`src/rtl/eib_pkg.sv`:
```
// Constants and types shared by the two-wire slave front end and its receive buffer
package eib_pkg;
  // System clock of the block, in MHz
  localparam int CLK_MHZ = 50;
  // Power-up access delay, printed in microseconds, and its cycle count
  localparam int PUD_US = 250;
  localparam int PUD_CYCLES = PUD_US * CLK_MHZ;
  localparam int PUD_CNT_W = 16;
  localparam logic [15:0] PUD_CNT_RST = 16'h0000;
  // Byte framing
  localparam logic [3:0] BYTE_BITS = 4'h8;
  localparam logic [3:0] BIT_CNT_RST = 4'h0;
  localparam logic [7:0] SHIFT_RST = 8'h00;
  // Control byte codes and device positions
  localparam logic [3:0] CODE_ARRAY = 4'hA;
  localparam logic [3:0] CODE_REGS = 4'hB;
  localparam logic [2:0] POS_LOW = 3'h0;
  localparam logic [2:0] POS_HIGH = 3'h7;
  // Receive buffer shape
  localparam int FIFO_WIDTH = 8;
  localparam int FIFO_DEPTH = 16;
  typedef enum logic [1:0] {
    st_idle,
    st_bits,
    st_ack,
    st_skip
  } eib_state_t;
endpackage : eib_pkg

```
`src/rtl/eib_fifo.sv`:
```
// Flip-flop FIFO with valid/ready on both sides
`timescale 1ns/1ps
module eib_fifo #(
  parameter int WIDTH = 8,
  parameter int DEPTH = 16
) (
  input wire logic clk,
  input wire logic arst_n,
  input wire logic in_valid,
  output logic in_ready,
  input wire logic [WIDTH-1:0] in_data,
  output logic out_valid,
  input wire logic out_ready,
  output logic [WIDTH-1:0] out_data
);
  localparam int AW = $clog2(DEPTH);
  logic [AW:0] wr_ptr;
  logic [AW:0] rd_ptr;
  logic [WIDTH-1:0] mem [DEPTH];
  wire full = (wr_ptr[AW] != rd_ptr[AW]) && (wr_ptr[AW-1:0] == rd_ptr[AW-1:0]);
  wire empty = (wr_ptr == rd_ptr);
  wire do_wr = in_valid && !full;
  wire do_rd = out_ready && !empty;

  assign in_ready = !full;
  assign out_valid = !empty;
  assign out_data = mem[rd_ptr[AW-1:0]];

  genvar i;
  generate
    for (i = 0; i < DEPTH; i++) begin : g_entry
      always_ff @(posedge clk or negedge arst_n) begin
        if (!arst_n) begin
          mem[i] <= '0;
        end else if (do_wr && (wr_ptr[AW-1:0] == AW'(i))) begin
          mem[i] <= in_data;
        end
      end
    end
  endgenerate

  always_ff @(posedge clk or negedge arst_n) begin
    if (!arst_n) begin
      wr_ptr <= '0;
      rd_ptr <= '0;
    end else begin
      if (do_wr) wr_ptr <= wr_ptr + (AW+1)'(1);
      if (do_rd) rd_ptr <= rd_ptr + (AW+1)'(1);
    end
  end
endmodule : eib_fifo

```
`src/rtl/eib_slave.sv`:
```
// Two-wire slave front end: framing, addressing, acknowledge and power-up window
`timescale 1ns/1ps
module eib_slave #(
  parameter logic [2:0] POSITION = eib_pkg::POS_LOW,
  parameter int unsigned PUD_CYCLES = eib_pkg::PUD_CYCLES
) (
  input wire logic clk,
  input wire logic arst_n,
  input wire logic scl_in,
  input wire logic sda_in,
  output logic sda_out,
  output logic sda_oe_n,
  output logic standby,
  output logic bus_busy,
  output logic sel_regs,
  output logic sel_read,
  output logic start_seen,
  output logic stop_seen,
  output logic [7:0] rx_data,
  output logic rx_valid,
  input wire logic rx_ready
);
  localparam logic [15:0] PUD_LAST = 16'(PUD_CYCLES - 1);

  logic scl_m;
  logic scl_s;
  logic scl_q;
  logic sda_m;
  logic sda_s;
  logic sda_q;
  logic [15:0] por_cnt;
  eib_pkg::eib_state_t state;
  eib_pkg::eib_state_t next_state;
  logic [3:0] bit_cnt;
  logic [3:0] next_bit_cnt;
  logic [7:0] shreg;
  logic [7:0] next_shreg;
  logic first_byte;
  logic next_first_byte;
  logic next_sda_oe_n;
  logic next_bus_busy;
  logic next_sel_regs;
  logic next_sel_read;
  logic fifo_in_ready;

  // Pin synchronisers; the clock line is only ever sampled here
  // Three cycles of latency stay small against a 500 ns half bit at full rate
  always_ff @(posedge clk or negedge arst_n) begin
    if (!arst_n) begin
      scl_m <= 1'b1;
      scl_s <= 1'b1;
      scl_q <= 1'b1;
      sda_m <= 1'b1;
      sda_s <= 1'b1;
      sda_q <= 1'b1;
    end else begin
      scl_m <= scl_in;
      scl_s <= scl_m;
      scl_q <= scl_s;
      sda_m <= sda_in;
      sda_s <= sda_m;
      sda_q <= sda_s;
    end
  end

  // Bus event decode, on synchronised samples only
  wire start_det = scl_s && scl_q && sda_q && !sda_s;
  wire stop_det = scl_s && scl_q && !sda_q && sda_s;
  wire scl_rise = scl_s && !scl_q;
  wire scl_fall = !scl_s && scl_q;
  wire byte_done = (bit_cnt == eib_pkg::BYTE_BITS);
  wire code_array = (shreg[7:4] == eib_pkg::CODE_ARRAY);
  wire code_regs = (shreg[7:4] == eib_pkg::CODE_REGS);
  wire pos_ok = (shreg[3:1] == POSITION);
  wire addr_match = (code_array || code_regs) && pos_ok;
  wire ack_fall = (state == eib_pkg::st_bits) && byte_done && scl_fall;
  // A full buffer withholds the acknowledge so the master sees back-pressure
  wire give_ack = first_byte ? addr_match : fifo_in_ready;
  wire push = ack_fall && !first_byte && fifo_in_ready && standby;

  // Power-up window: bus ignored until the delay has run out
  always_ff @(posedge clk or negedge arst_n) begin
    if (!arst_n) begin
      por_cnt <= eib_pkg::PUD_CNT_RST;
      standby <= 1'b0;
    end else if (!standby) begin
      por_cnt <= por_cnt + 16'h0001;
      standby <= (por_cnt == PUD_LAST);
    end
  end

  always_comb begin
    next_state = state;
    next_bit_cnt = bit_cnt;
    next_shreg = shreg;
    next_first_byte = first_byte;
    next_sda_oe_n = sda_oe_n;
    next_bus_busy = bus_busy;
    next_sel_regs = sel_regs;
    next_sel_read = sel_read;
    if (!standby) begin
      next_state = eib_pkg::st_idle;
      next_sda_oe_n = 1'b1;
      next_bus_busy = 1'b0;
    end else if (start_det) begin
      next_state = eib_pkg::st_bits;
      next_bit_cnt = eib_pkg::BIT_CNT_RST;
      next_first_byte = 1'b1;
      next_sda_oe_n = 1'b1;
      next_bus_busy = 1'b1;
    end else if (stop_det) begin
      next_state = eib_pkg::st_idle;
      next_sda_oe_n = 1'b1;
      next_bus_busy = 1'b0;
    end else begin
      unique case (state)
        eib_pkg::st_idle: begin
          next_sda_oe_n = 1'b1;
        end
        eib_pkg::st_bits: begin
          if (scl_rise && !byte_done) begin
            // Sampled on the rising edge, after the low-phase change settled
            next_shreg = {shreg[6:0], sda_s};
            next_bit_cnt = bit_cnt + 4'h1;
          end else if (ack_fall) begin
            next_bit_cnt = eib_pkg::BIT_CNT_RST;
            if (give_ack) begin
              next_state = eib_pkg::st_ack;
              next_sda_oe_n = 1'b0;
              if (first_byte) begin
                next_first_byte = 1'b0;
                next_sel_regs = code_regs;
                next_sel_read = shreg[0];
              end
            end else begin
              next_state = eib_pkg::st_skip;
            end
          end
        end
        eib_pkg::st_ack: begin
          if (scl_fall) begin
            next_sda_oe_n = 1'b1;
            // Read data is outside this block: the line stays released
            next_state = sel_read ? eib_pkg::st_skip : eib_pkg::st_bits;
          end
        end
        eib_pkg::st_skip: begin
          next_sda_oe_n = 1'b1;
        end
      endcase
    end
  end

  always_ff @(posedge clk or negedge arst_n) begin
    if (!arst_n) begin
      state <= eib_pkg::st_idle;
      bit_cnt <= eib_pkg::BIT_CNT_RST;
      shreg <= eib_pkg::SHIFT_RST;
      first_byte <= 1'b0;
      sda_oe_n <= 1'b1;
      bus_busy <= 1'b0;
      sel_regs <= 1'b0;
      sel_read <= 1'b0;
    end else begin
      state <= next_state;
      bit_cnt <= next_bit_cnt;
      shreg <= next_shreg;
      first_byte <= next_first_byte;
      sda_oe_n <= next_sda_oe_n;
      bus_busy <= next_bus_busy;
      sel_regs <= next_sel_regs;
      sel_read <= next_sel_read;
    end
  end

  // Pulses for the user side; the output value itself is only ever low
  always_ff @(posedge clk or negedge arst_n) begin
    if (!arst_n) begin
      sda_out <= 1'b0;
      start_seen <= 1'b0;
      stop_seen <= 1'b0;
    end else begin
      sda_out <= 1'b0;
      start_seen <= standby && start_det;
      stop_seen <= standby && stop_det;
    end
  end

  eib_fifo #(
    .WIDTH(eib_pkg::FIFO_WIDTH),
    .DEPTH(eib_pkg::FIFO_DEPTH)
  ) u_rx_fifo (
    .clk(clk),
    .arst_n(arst_n),
    .in_valid(push),
    .in_ready(fifo_in_ready),
    .in_data(shreg),
    .out_valid(rx_valid),
    .out_ready(rx_ready),
    .out_data(rx_data)
  );
endmodule : eib_slave
```
`config.mk`:
```
export PLATFORM = sky130hd
export DESIGN_NAME = eib_slave
export DESIGN_NICKNAME = d
export VERILOG_FILES = /design/src/rtl/eib_pkg.sv /design/src/rtl/eib_fifo.sv /design/src/rtl/eib_slave.sv
export SDC_FILE = /design/constraint.sdc
export NUM_CORES = 1
export LEC_CHECK = 0
export BUFFER_PORTS_ARGS = -buffer_cell sky130_fd_sc_hd__buf_2
export CORE_MARGIN = 3
export CORE_UTILIZATION = 25
export CTS_CLUSTER_SIZE = 10
export DETAILED_ROUTE_END_ITERATION = 10
export PLACE_DENSITY = 0.36
export SLEW_MARGIN = 10
export SYNTH_ARGS = -nofsm -noshare
export SYNTH_HDL_FRONTEND = slang
export SYNTH_SLANG_ARGS = --single-unit
export TNS_END_PERCENT = 5
```
`constraint.sdc`:
```
create_clock -name clk -period 3.1 [get_ports clk]
set_input_delay 0.155 -clock clk [delete_from_list [all_inputs] [get_ports clk]]
set_output_delay 0.155 -clock clk [all_outputs]
set_load 0.02 [all_outputs]
```
# ---- After elaboration in Yosys (flattened, before gate mapping)
# Cells that the tools add are included.
# Widths: inputs -> output; s select.
dict set report word_totals {
  ff_bits 182
  wordCells 169
  output_inout_bits 17
  inputBits 5
}
dict set report classes {
  bitwise_logic 4
  n_lt_le_gt_ge 1
  n_reduce_logical 58
  n_mux 33
  eq_ne 33
  add_sub_neg 4
}
# cell count
set ops {}
lappend ops {{$eq 4x4->1 const B} 11}
lappend ops {{$logic_and 1x1->1} 35}
lappend ops {{$bmux 8 s4} 1}
lappend ops {{$mux 4} 5}
lappend ops {{$ne 5x5->1 const B} 4}
lappend ops {{$add 16x1->16 const B} 1}
lappend ops {{$eq 16x14->1 const B} 1}
lappend ops {{$eq 4x3->1 const B} 4}
lappend ops {{$mux 1} 16}
lappend ops {{$mux 8} 2}
lappend ops {{$mux 2} 7}
lappend ops {{$reduce_and 4->1} 3}
lappend ops {{$add 5x1->5 const B} 2}
lappend ops {{$eq 4x2->1 const B} 2}
lappend ops {{$logic_not 1->1} 8}
lappend ops {{$reduce_and 8->1} 1}
lappend ops {{$reduce_and 6->1} 1}
lappend ops {{$reduce_bool 2->1} 3}
lappend ops {{$eq 5x5->1} 1}
lappend ops {{$ge 5x5->1 const B} 1}
lappend ops {{$ne 5x1->1 const B} 1}
lappend ops {{$not 4->5} 1}
lappend ops {{$reduce_and 5->1} 1}
lappend ops {{$add 4x1->4 const B} 1}
lappend ops {{16 further kinds} 20}

# ---- Depth between registers and ports, before layout
dict set report logic_depth {
  depth_word 11
  mapped_depth 9
  ltp_nobuf 6
}

# ---- By module
# A second synthesis with hierarchy kept.
dict set report hier_totals {
  cells_unflattened 623
  area_unflattened_um2 8645.8
}
# module area_each_um2 instances seq_area_each_um2 cells_per_inst
set by_module_without_submodules {}
lappend by_module_without_submodules {eib_fifo 6648.9 1 3453.3 453}
lappend by_module_without_submodules {eib_slave 1996.9 1 1109.8 170}

# ---- Worst setup path after synthesis
# Ideal clock, no wire load.
dict set report synth_path {
  path_type {reg-to-reg}
  from {register bit_cnt[0]}
  to {register u_rx_fifo.mem[100] in the netlist's numbering}
  required_ns 2.975
  synth_period_minus_slack_ns 2.078
  stages_incl_launch_ff 10
  path_slack_ns 1.022
  setup_ns 0.125
  n_path_buf 3
  arrival_time_ns 1.953
  path_cell_list {dfrtp_1 > inv_1 > ha_1 > and3b_1 > clkbuf_2 > and3_1 > buf_6 > buf_8 > o2111ai_4 > mux2_2}
}
dict set report synth_between {
  elab_chain_len 8
}
# item line_no
set synth_rtl {}
lappend synth_rtl {{start, declared} eib_slave.sv:34} ;# logic [3:0] bit_cnt;
lappend synth_rtl {{start signal, assigned} eib_slave.sv:157} ;# bit_cnt <= eib_pkg::BIT_CNT_RST;
lappend synth_rtl {{start signal, assigned} eib_slave.sv:166} ;# bit_cnt <= next_bit_cnt;
lappend synth_rtl {{$eq 4x4->1} eib_slave.sv:71} ;# wire byte_done = (bit_cnt == eib_pkg::BYTE_BITS);
lappend synth_rtl {{$logic_and 1x1->1 (2 in series)} eib_slave.sv:76} ;# wire ack_fall = (state == eib_pkg::st_bits) && byte_done && scl_fall;
lappend synth_rtl {{$logic_and 1x1->1 (3 in series)} eib_slave.sv:79} ;# wire push = ack_fall && !first_byte && fifo_in_ready && standby;
lappend synth_rtl {{$logic_and 1x1->1} eib_fifo.sv:22} ;# wire do_wr = in_valid && !full;
lappend synth_rtl {{$logic_and 1x1->1} eib_fifo.sv:35} ;# end else if (do_wr && (wr_ptr[AW-1:0] == AW'(i))) begin
lappend synth_rtl {{end signal, assigned by index} eib_fifo.sv:36} ;# mem[i] <= in_data;
lappend synth_rtl {{end, declared} eib_fifo.sv:19} ;# logic [WIDTH-1:0] mem [DEPTH];
# No other way between the ends.
# A chain may end at the register's enable or synchronous reset.

# ---- Final worst setup path
dict set report layout_path {
  from {register u_rx_fifo.rd_ptr[0]}
  to {output rx_data[1]}
}
dict set report layout_between {
  elab_chain_len 4
}
# item line_no
set layout_rtl {}
lappend layout_rtl {{start, declared} eib_fifo.sv:18} ;# logic [AW:0] rd_ptr;
lappend layout_rtl {{start signal, assigned} eib_fifo.sv:48} ;# if (do_rd) rd_ptr <= rd_ptr + (AW+1)'(1);
lappend layout_rtl {{$not 4->5 (implied by the code)} eib_fifo.sv:27} ;# assign out_data = mem[rd_ptr[AW-1:0]];
lappend layout_rtl {{$bmux 8 s4} eib_fifo.sv:27}
lappend layout_rtl {{$mux 8 (implied by the code) (2 in series)} eib_fifo.sv:27}
lappend layout_rtl {{end, declared} eib_slave.sv:19} ;# output logic [7:0] rx_data,
# No other way between the ends. The select of a mux whose other input is x is not followed.

==> results.cfg <==
[status]
outcome = finished, final reports clean

[timing]
setup_violations = 0
tns_ps = 0
drv_slew = 0
report.final.hold_viol_count = 0
final.min_clock_period_ps = 2890
rsz0062_at_grt = false
holdWs_ps = 50.6
clock_skew_ps = 11.2
relSlewSlack = 0.372
period_share = 0.933
max_freq_ghz = 0.346
worst_slew_pin_slew_ps = 942

[finish]
multi_input_area_sq_mm = 0.00398
antenna_cells = 0
drive_gt1_frac = 0.463
syn2layout_area_growth_pct = 14.1
n_fill_cell = 3455
layout_commonest_cell = dfrtp_1
fin_nets = 603
fin_cells = 1058
seqCellArea_sq_mm = 0.00456
most-common-layout-cells = 174 x dfrtp_1, 140 x mux2_2, 40 x mux4_2

[floorplanning]
fp-row-count = 68
start_util = 0.254
die_w_um = 194
io_pins = 22
die_y_um = 194
core_area_sq_mm = 0.0346
dieArea_sq_mm = 0.0375

[detailed_routing]
drc = 0
drt_wl_total_mm = 21.9
vias_per_cell = 4.64
wl_per_cell_um = 20.7
drtAntennaViolNets = 0
first_pass_iters = 6
routed-via-count = 4914
drt-initial-drc-count = 212

[grt]
antenna_found_initial = 0
grt.total_usage = 0.120
grt_pass1_vias = 5152
grt_overflow_total = 0
grt_pass1_wl_mm = 34.1
grt_max_degree = 110

[run]
cap_violations = 0

[logic_synthesis]
syn-num-nets = 584
yosys_warnings = 0
syn_avg_cell_area_sq_um = 15.4
synth_seq_area_share = 0.519
synthCells = 571
synthFlopType = dfrtp_1
synth-edff-count = 0
synth-async-reset-ratio = 1.00
netlist_area_sq_mm = 0.00879
synth_cell_type_count = 58
ys_seq_elements = 182

[clock_tree]
cts_buffers = 17
clkSinkCount = 182
cts_setup_buffers = 0
clkLatencyLatePin_ps = 430
cts_tree = yes
cts_root_buf = clkbuf_16
holdBufCountCts = 3
clk_path_buf_depth = 2
cts_resized = 0
h-tree-depth = 4
clkTransAtPathRegs_ps = 70

[critical_path]
worst-setup-path-type = flip-flop to primary output
critPathCaptureType = primary output
cp.required_ps = 2940
cpPeakStageDelay_ps = 570
path_cells = buf_4, mux4_2, mux4_2, buf_2
startpoint_type = flip-flop
path_common_cell = mux4_2
worstPathMaxFanout = 16
critPathTopFamily = multiplexers
crit_arrival_ps = 2740
crit_slowest_cell = dfrtp_2
path_buf_inv = 2

[placement]
placed_cells = 1023
gp_congestion = 0.721
portBuffers = 20
dp_hpwl_mm = 13.7

[hold_path]
hp-class = input port to flip-flop

[pwr]
ir_worst_vdd_v = 0.000366
power.total_mw = 4.58
p_leak_nw = 4.44
power_density_mw_per_mm2 = 456
path summary, 6_finish.rpt:
check                                                     start                              end  slack, ps  cells past startpoint
max in group asynchronous                                arst_n    u_rx_fifo.mem[95]$_DFFE_PN0P_       1860                      3
worst max register to register           bit_cnt[0]$_DFFE_PN0P_    u_rx_fifo.mem[59]$_DFFE_PN0P_        450                      7
worst min register to register                  scl_m$_DFF_PN1_                  scl_s$_DFF_PN1_        360                      0
worst max-delay path            u_rx_fifo.rd_ptr[0]$_DFFE_PN0P_                       rx_data[1]        210                      4
worst min-delay path                                   rx_ready  u_rx_fifo.rd_ptr[2]$_DFFE_PN0P_         50                      3
min in group asynchronous                                arst_n   u_rx_fifo.mem[126]$_DFFE_PN0P_        430                      2
where the power goes:
part / internal [mW] / switching [mW]
clock: 1.16 / 0.964
combinational: 0.0141 / 0.0545
sequential: 2.38 / 0.00496
total: 3.55 / 1.02
registers in the layout, indices dropped and copies added, names as in the netlist:
signal / flops
u_rx_fifo.mem: 128
sda_q: 1
standby: 1
state: 2
u_rx_fifo.rd_ptr: 5
sda_oe_n: 1
scl_q: 1
sel_read: 1
scl_s: 1
sel_regs: 1
u_rx_fifo.wr_ptr: 5
shreg: 8
start_seen: 1
stop_seen: 1
scl_m: 1
sda_m: 1
bit_cnt: 4
bus_busy: 1
por_cnt: 16
first_byte: 1
sda_s: 1
per-layer routing:
layer	share of wire	track usage	vias to the layer above	routed length, um
met1	0.49	0.173	2664	10800
met2	0.47	0.187	44	10300
met5	0	0	-	0
met3	0.021	0.0212	18	468
met4	0.015	0.0335	0	324
li1	-	-	2188	-
metrics by stage:
stage / area, sq um / worst slack [ps] / util
floorplan: 8790 / 1020 / -
global placement: 9440 / 468 / 0.273
detailed placement: 9440 / 418 / 0.273
CTS: 10000 / 130 / 0.290
global route: 10000 / 79.8 / 0.290
finish: 10000 / 206 / 0.290
Yosys cell counts, types with 5 or more instances:
library cell,count,area (sq um)
nand2_1,8,30.0
and3_1,6,37.5
dfrtp_1,175,4380
o21ai_0,6,30.0
mux4_2,40,901
o2111ai_4,15,394
nor2b_1,8,50.1
dfstp_2,7,184
inv_1,8,30.0
nand2b_1,5,31.3
ha_1,8,100
nand3_1,9,45.0
mux2_2,140,1580
clkbuf_1,26,97.6
buf_2,8,40.0
xnor2_1,26,228
cell type report:
class / instances / area share
Multi-Input combinational cell: 338 / 0.397
Inverter: 8 / 0.00299
Clock inverter: 10 / 0.00948
Timing Repair Buffer: 43 / 0.0325
Sequential cell: 182 / 0.455
Clock buffer: 22 / 0.0463
Tap cell: 455 / 0.0567
worst reg2reg max path: cells and delay by family (launching register included):
family	cells	cell delay (ps)
adders and majority gates	1	170
muxes	1	420
DFF	1	400
AOI/OAI and AO/OA	1	370
buffers and inverters	2	430
and+or+nand+nor	2	750
kinds of logic (layout without fill, tap and decap cells):
family	Yosys count	in the layout	synth area share
AO/OA/AOI/OAI	50	50	0.0749
XOR/XNOR	30	30	0.0320
adder cells (fa/ha/maj)	8	8	0.0114
buffers and inverters	51	83	0.0279
flip-flops	182	182	0.519
multiplexers	184	184	0.286
other	1	1	0.000427
AND/OR/NAND/NOR	65	65	0.0481
No activity file was read; power rests on OpenSTA's default activity.
